===== src/common/spmc_map.vh =====
// Register map, field positions and reset values of the servo port mode control block
`ifndef SPMC_MAP_VH
`define SPMC_MAP_VH

`define SPMC_OFS_MODE 20'hFD0A0
`define SPMC_OFS_DIR 20'hFD0A1
`define SPMC_OFS_DATA 20'hFD0A2
`define SPMC_OFS_MON 20'hFD0A3
`define SPMC_OFS_GAIN 20'hFD0A4

`define SPMC_RST_MODE 8'h40
`define SPMC_RST_DIR 8'hE0
`define SPMC_RST_DATA 8'hE0
`define SPMC_RST_MON 8'hC0
`define SPMC_RST_GAIN 8'hC0

`define SPMC_MODE_WMASK 8'hBF
`define SPMC_GP_MASK 8'h1F
`define SPMC_MON_MASK 8'h3F
`define SPMC_UNDEF_BYTE 8'h00

`define SPMC_BIT_HALT 7
`define SPMC_BIT_RSVD 6
`define SPMC_BIT_CAPSEL 5
`define SPMC_BIT_EXTTRK 4
`define SPMC_BIT_DRUMSEL 3
`define SPMC_BIT_COMPSW 2
`define SPMC_BIT_HAMPSW 1
`define SPMC_BIT_CROTSW 0

`define SPMC_MON_A_LSB 0
`define SPMC_MON_B_LSB 3
`define SPMC_MON_W 3
`define SPMC_GP_N 5
`define SPMC_PWM_W 12

`endif


===== src/spmc_servo_port.v =====
// Servo port mode control: pin sharing, monitor selection and mode registers
//
// Function
// - Reset or standby loads the port mode register with its initial value 0x40.
// - Mode register bit 6 ignores writes; reading it gives 0.
// - Bit 7 zero runs control-track circuits; one halts them; reset zero.
// - Bit 5 zero picks comparator capstan path; one picks direct digital input.
// - Bit 4 chooses external track input or general-purpose line 4 on shared pin.
// - Drum frequency and phase tach taken separately or overlapped on one input.
// - Each monitor pin drives one of eight internal signals chosen by software.
// - Software sets the control-track input amplifier gain.
// - Capstan and drum drive outputs carry 12-bit PWM square waves.
// - Bit 4 zero selects external track input; one makes it general line 4.
// - Bit 3 zero gives separate drum inputs; one overlaps, freeing line 3.
// - In general-purpose use, direction bit one drives the pin, zero reads it.
`timescale 1ns/1ps
`default_nettype none
`include "spmc_map.vh"

module spmc_servo_port (
	input wire core_clk,
	input wire srst,
	input wire standby,
	input wire [19:0] reg_addr,
	input wire [7:0] reg_wdata,
	input wire reg_wr,
	input wire reg_rd,
	output reg [7:0] reg_rdata,
	input wire [4:0] gp_in,
	output wire [4:0] gp_out,
	output wire [4:0] gp_oe,
	input wire color_rotary_sig,
	input wire head_amp_switch_sig,
	output wire compare_in_sig,
	output wire external_track_input,
	input wire drum_frequency_tach,
	output wire drum_phase_tach,
	output wire drum_freq_to_servo,
	output wire drum_overlap_mode,
	input wire capstan_comparator_in,
	input wire capstan_digital_in,
	output wire capstan_tach_sel,
	output wire track_circuit_halt,
	output wire [7:0] track_amp_gain_out,
	input wire [7:0] monitor_sources,
	output reg monitor_out_a,
	output reg monitor_out_b,
	input wire [11:0] capstan_duty,
	input wire [11:0] drum_duty,
	output reg capstan_drive_out,
	output reg drum_drive_out
);

	////////////////////////////////////////////////////////////////////////////////
	// Registers

	reg [7:0] servo_port_mode_r;
	reg [7:0] servo_pin_direction_r;
	reg [7:0] servo_pin_data_r;
	reg [7:0] monitor_output_select_r;
	reg [7:0] track_amp_gain_r;
	reg [11:0] pwm_cnt_r;
	reg [4:0] gp_sel;
	reg [7:0] pin_read;
	integer i;

	function [7:0] pick_src;
		input [7:0] src;
		input [2:0] sel;
		begin
			pick_src = {7'h00, src[sel]};
		end
	endfunction

	wire rst_any = srst | standby;
	wire wr_mode = reg_wr && (reg_addr == `SPMC_OFS_MODE);
	wire wr_dir = reg_wr && (reg_addr == `SPMC_OFS_DIR);
	wire wr_data = reg_wr && (reg_addr == `SPMC_OFS_DATA);
	wire wr_mon = reg_wr && (reg_addr == `SPMC_OFS_MON);
	wire wr_gain = reg_wr && (reg_addr == `SPMC_OFS_GAIN);

	always @(posedge core_clk) begin
		if (rst_any) begin
			servo_port_mode_r <= `SPMC_RST_MODE;
			servo_pin_direction_r <= `SPMC_RST_DIR;
			servo_pin_data_r <= `SPMC_RST_DATA;
			monitor_output_select_r <= `SPMC_RST_MON;
			track_amp_gain_r <= `SPMC_RST_GAIN;
		end else begin
			// Reserved bits keep their reset ones
			if (wr_mode) begin
				servo_port_mode_r <= (reg_wdata & `SPMC_MODE_WMASK) |
					(`SPMC_RST_MODE & ~`SPMC_MODE_WMASK);
			end
			if (wr_dir) begin
				servo_pin_direction_r <= (reg_wdata & `SPMC_GP_MASK) |
					(`SPMC_RST_DIR & ~`SPMC_GP_MASK);
			end
			if (wr_data) begin
				servo_pin_data_r <= (reg_wdata & `SPMC_GP_MASK) |
					(`SPMC_RST_DATA & ~`SPMC_GP_MASK);
			end
			if (wr_mon) begin
				monitor_output_select_r <= (reg_wdata & `SPMC_MON_MASK) |
					(`SPMC_RST_MON & ~`SPMC_MON_MASK);
			end
			if (wr_gain) begin
				track_amp_gain_r <= reg_wdata;
			end
		end
	end

	////////////////////////////////////////////////////////////////////////////////
	// Pin sharing

	always @* begin
		gp_sel = {servo_port_mode_r[`SPMC_BIT_EXTTRK], servo_port_mode_r[`SPMC_BIT_DRUMSEL],
			servo_port_mode_r[`SPMC_BIT_COMPSW], servo_port_mode_r[`SPMC_BIT_HAMPSW],
			servo_port_mode_r[`SPMC_BIT_CROTSW]};
	end

	genvar g;
	generate
		for (g = 0; g < `SPMC_GP_N; g = g + 1) begin : gp_pin
			// Output-only servo functions on lines 0 and 1 drive in servo mode
			wire svc_drive = (g == 0 || g == 1) && !gp_sel[g];
			wire svc_val = (g == 0) ? color_rotary_sig : head_amp_switch_sig;
			assign gp_oe[g] = svc_drive | (gp_sel[g] & servo_pin_direction_r[g]);
			assign gp_out[g] = svc_drive ? svc_val : servo_pin_data_r[g];
		end
	endgenerate

	assign compare_in_sig = gp_sel[`SPMC_BIT_COMPSW] ? 1'b0 : gp_in[`SPMC_BIT_COMPSW];
	assign external_track_input = gp_sel[`SPMC_BIT_EXTTRK] ? 1'b0 :
		gp_in[`SPMC_BIT_EXTTRK];
	// Overlapped mode carries both tach signals on the frequency input
	assign drum_overlap_mode = servo_port_mode_r[`SPMC_BIT_DRUMSEL];
	assign drum_phase_tach = gp_sel[`SPMC_BIT_DRUMSEL] ? 1'b0 :
		gp_in[`SPMC_BIT_DRUMSEL];
	assign drum_freq_to_servo = drum_frequency_tach;
	assign capstan_tach_sel = servo_port_mode_r[`SPMC_BIT_CAPSEL] ?
		capstan_digital_in : capstan_comparator_in;
	assign track_circuit_halt = servo_port_mode_r[`SPMC_BIT_HALT];
	assign track_amp_gain_out = track_amp_gain_r;

	////////////////////////////////////////////////////////////////////////////////
	// Monitor outputs and PWM drives

	always @(posedge core_clk) begin
		if (rst_any) begin
			monitor_out_a <= 1'b0;
			monitor_out_b <= 1'b0;
			pwm_cnt_r <= 12'h000;
			capstan_drive_out <= 1'b0;
			drum_drive_out <= 1'b0;
		end else begin
			monitor_out_a <= pick_src(monitor_sources,
				monitor_output_select_r[`SPMC_MON_A_LSB +: `SPMC_MON_W]) != 8'h00;
			monitor_out_b <= pick_src(monitor_sources,
				monitor_output_select_r[`SPMC_MON_B_LSB +: `SPMC_MON_W]) != 8'h00;
			pwm_cnt_r <= pwm_cnt_r + 12'h001;
			capstan_drive_out <= (pwm_cnt_r < capstan_duty);
			drum_drive_out <= (pwm_cnt_r < drum_duty);
		end
	end

	////////////////////////////////////////////////////////////////////////////////
	// Read path

	always @* begin
		pin_read = servo_pin_data_r;
		for (i = 0; i < `SPMC_GP_N; i = i + 1) begin
			if (!servo_pin_direction_r[i]) begin
				pin_read[i] = gp_in[i];
			end
		end
	end

	always @(posedge core_clk) begin
		if (rst_any) begin
			reg_rdata <= 8'h00;
		end else if (reg_rd) begin
			case (reg_addr)
				`SPMC_OFS_MODE: reg_rdata <= servo_port_mode_r & `SPMC_MODE_WMASK;
				`SPMC_OFS_DATA: reg_rdata <= pin_read & `SPMC_GP_MASK;
				`SPMC_OFS_MON: reg_rdata <= monitor_output_select_r & `SPMC_MON_MASK;
				`SPMC_OFS_GAIN: reg_rdata <= track_amp_gain_r;
				default: reg_rdata <= `SPMC_UNDEF_BYTE;
			endcase
		end else begin
			reg_rdata <= 8'h00;
		end
	end

endmodule // spmc_servo_port
`default_nettype wire


===== config.mk =====
export PLATFORM = sky130hd
export DESIGN_NAME = spmc_servo_port
export DESIGN_NICKNAME = d
export VERILOG_FILES = /design/src/spmc_servo_port.v
export VERILOG_INCLUDE_DIRS = /design/src /design/src/common
export SDC_FILE = /design/constraint.sdc
export NUM_CORES = 1
export LEC_CHECK = 0
export ABC_AREA = 0
export BUFFER_PORTS_ARGS = -buffer_cell sky130_fd_sc_hd__buf_2
export CAP_MARGIN = 20
export CORE_AREA = 5 5 85 87
export DETAILED_ROUTE_END_ITERATION = 10
export DIE_AREA = 0 0 90 92
export PLACE_DENSITY_LB_ADDON = 0.3
export RECOVER_POWER = 25
export SETUP_SLACK_MARGIN = 0.02
export SLEW_MARGIN = 20
export SYNTH_ARGS = -nofsm -noshare
export SYNTH_HDL_FRONTEND = slang
export SYNTH_SLANG_ARGS = --single-unit

===== constraint.sdc =====
create_clock -name core_clk -period 1.5 [get_ports core_clk]
set_input_delay 0.075 -clock core_clk [delete_from_list [all_inputs] [get_ports core_clk]]
set_output_delay 0.075 -clock core_clk [all_outputs]
set_load 0.02 [all_outputs]

==> results.md <==
* Fillers at around 560
* Io pins at 112
* Via Count at just under 3000
* Synthesized area per cell at around 9.1 sq um
* Critical path's top delay family: compound AO/OA/AOI/OAI gates
* Final hold violations at 0
* Final min period at around 1.4 ns
* VDD IR max at approximately 570 uV
* Synth Instances at 336
* Area contributors post-synth: dfxtp_1, mux2i_1, ha_1
* Largest family of logic cells by synthesized area: simple AND/OR/NAND/NOR gates
* Synth area leader: dfxtp_1
* Post-layout total power at ~2.8 mW
* Drt wl/cell at approximately 15 um
* Syn nets at between 400 and 500
* RSZ-0062 raised after global routing: yes
* Wirelength, routed at just over 8000 um
* Global-route wire length before repair at approximately 13000 um
* Layout Cells excl Fill at between 500 and 600
* Clock transition at path regs at about 0.1 ns
* Slowest stage cell on the critical path: a2111oi_2
* # hold bufs at CTS at 0
* Slew Viols, Final at 0
* Setup crit start kind: flop
* Clock Latency Late Sink at around 0.30 ns
* Synth async-reset ratio at 0%
* Rel. slew slack at roughly 75%
* Hold Crit Class: in -> reg
* Total GRT Usage at approximately 19%
* DIE HEIGHT at slightly above 90 um
* Largest net degree at the start of global routing at 38
* Initial Util at between 40% and 50%
* Multi-input gate area at approximately 1800 sq um
* Crit. End Element: flop
* Data required, critical path at 1.71 ns
* Tightest Pin Transition at 0.377 ns
* H-tree lvl count at 2
* CORE AREA at 6280 sq um
* Initial antenna violation count at 0
* Rows at 29
* Total of warnings raised by yosys at 0
* Simple-gate area share of the yosys netlist at between 20 and 25%
* Post-route DRC at 0
* Worst Path Arrival at approximately 1.7 ns
* Setup violations, final at 0
* Buffers on Ports at ~110
* Die Wd at 90 um
* Seq/Total Area, Yosys at 36.0%
* FF+latch area at 1110 sq um
* Setup repair bufs after CTS at 0
* Worst Skew at between 0.005 and 0.006 ns
* Post-route cell area at slightly below 4000 sq um
* Die area at 8280 sq um
* Post-synth EDFFs at 0
* TritonCTS Sinks at 55
* Static Leak at around 1.9 nW
* Final Worst Setup Slack at 0.0596 ns
* Max incr delay on CP at 0.38 ns
* Root buffer cell: clkbuf_8
* Post-Place Cell Area at about 3800 sq um
* Initial drt markers at 91
* Critical path class: reg -> reg
* Util after Layout at roughly 63%
* Area growth syn-to-layout at 29.4%
* Max Cap Violations at 0
* Hold_ws at around 0.02 ns
* Cell area power density at approximately 700 nW/um^2
* Cell count after placement at 530
* Top FF cell, synth: dfxtp_1
* Maximum net fanout on the critical path at 3
* Via density at around 5.4
* Remaining antenna violation count at 0
* # diodes at 0
* Status: complete, no violations
* Post-synthesis compound-gate area fraction at 6.09%
* Top cell type's share of synthesized area at 36.0%
* Yosys reg bits at 55
* Synth cell types at 43
* Xor/xnor share of the synthesized area at under 10%
* Adder-Cell Fraction of Synth Area at around a tenth
* CTS tree: yes
* Share of layout cells above drive strength 1 at 32.3%
* Final setup TNS at 0 ns
* Final net count at 558
* Mapped cell area at a little over 3000 sq um
* Final worst-path cycle share at between 90 and 100%
* Vias in the first global route at approximately 3000
* Buf/Inv on CP at 1
* Worst-case clock buffer depth at 2
* Post-DP HPWL at ~6600 um
* Routability cong. at between 0.9 and 1
* DRT Pass-1 Iters at 4
* CP cell instances: ha_2, o21ai_0, a2111oi_2, buf_4, nor3_1
* Fmax achieved at 694 MHz
* Total gr overflow at 0
* Post-synthesis mux area share at 17.5%
* Worst slack, placed at -0.214 ns
* TritonCTS buffer count at 5
flip-flops by register name (all words and copies together) (netlist names):
signal                   flops
pwm_cnt_r                   12
reg_rdata                    8
track_amp_gain_out           8
servo_port_mode_r            7
monitor_output_select_r      6
servo_pin_data_r             5
servo_pin_direction_r        5
capstan_drive_out            1
drum_drive_out               1
monitor_out_a                1
monitor_out_b                1
layout by cell type (no fill, tap or decap), types with 5 or more instances in the layout:
cell / netlist / routed
xor2_1: 9 / 9
dfxtp_1: 55 / 52
clkbuf_8: 0 / 5
ha_1: 23 / 21
inv_1: 25 / 25
and2_1: 5 / 5
nor2_1: 25 / 24
buf_2: 1 / 89
buf_4: 6 / 23
nand3_1: 6 / 6
mux2i_1: 41 / 41
nand2_1: 48 / 48
a21oi_1: 13 / 13
clkbuf_1: 8 / 20
nand4_1: 8 / 8
worst reg2reg max path, cell delays in order, from the launching register on:
cell and delay (ns):
dfxtp_1 0.34, ha_2 0.31, o21ai_0 0.13, a2111oi_2 0.38
buf_4 0.15, nor3_1 0.03
final cells by class:
type | count | area share [%]
clock buffers | 5 | 1.74
inverters | 25 | 2.37
well taps | 77 | 2.43
repair buffers | 133 | 18.0
flip-flops and latches | 55 | 28.0
clock inverters | 3 | 1.11
multi-input cells | 240 | 46.3
report_power, final:
| part | switching (mW) | internal (mW) | total [mW] |
|---|---|---|---|
| Sequential | 0.00546 | 1.47 | 1.47 |
| Clock | 0.486 | 0.498 | 0.984 |
| Combinational | 0.166 | 0.156 | 0.322 |
logic make-up after synthesis:
group / Yosys count
AO/OA/AOI/OAI: 30
XOR/XNOR: 10
adder cells (fa/ha/maj): 23
buffers and inverters: 41
flip-flops: 55
multiplexers: 48
AND/OR/NAND/NOR: 129
what timing repair did:
action,in CTS,in global routing
endpoints found under the setup margin,1,2
gates resized for setup,3,12
pin swaps,0,2
synthesized netlist by cell type (2+ instances only):
master and number:
dfxtp_1 55, nand2_1 48, mux2i_1 41, inv_1 25, nor2_1 25, ha_1 23
a21oi_1 13, xor2_1 9, clkbuf_1 8, nand4_1 8, buf_4 6, nand3_1 6
and2_1 5, a2111oi_0 4, and4_1 4, mux4_2 4, nand2b_1 4, nor3_1 4
o21ai_0 4, mux2_2 3, nand3_2 3, nor2b_1 3, o22ai_1 3, or3_1 3
a21o_1 2, a221oi_1 2, a22oi_1 2, and3_1 2, nor4b_2 2, or4b_1 2
per-layer routing:
metal | global-route usage [%] | wire length [um] | vias up
li1 | - | - | 1414
met1 | 22.0 | 3240 | 1368
met2 | 35.0 | 4230 | 105
met3 | 4.17 | 525 | 20
met4 | 7.20 | 257 | 0
met5 | 0 | 0 | -
worst paths after layout:
path | from | endpoint | slack (ns) | depth (start not counted)
max | pwm_cnt_r[2] | drum_drive_out | 0.06 | 5
min | reg_rd | reg_rdata[6] | 0.02 | 3
max reg2reg | pwm_cnt_r[2] | drum_drive_out | 0.06 | 5
min reg2reg | track_amp_gain_out[6] | reg_rdata[6] | 0.47 | 2
(Power assumes the default switching activity.)
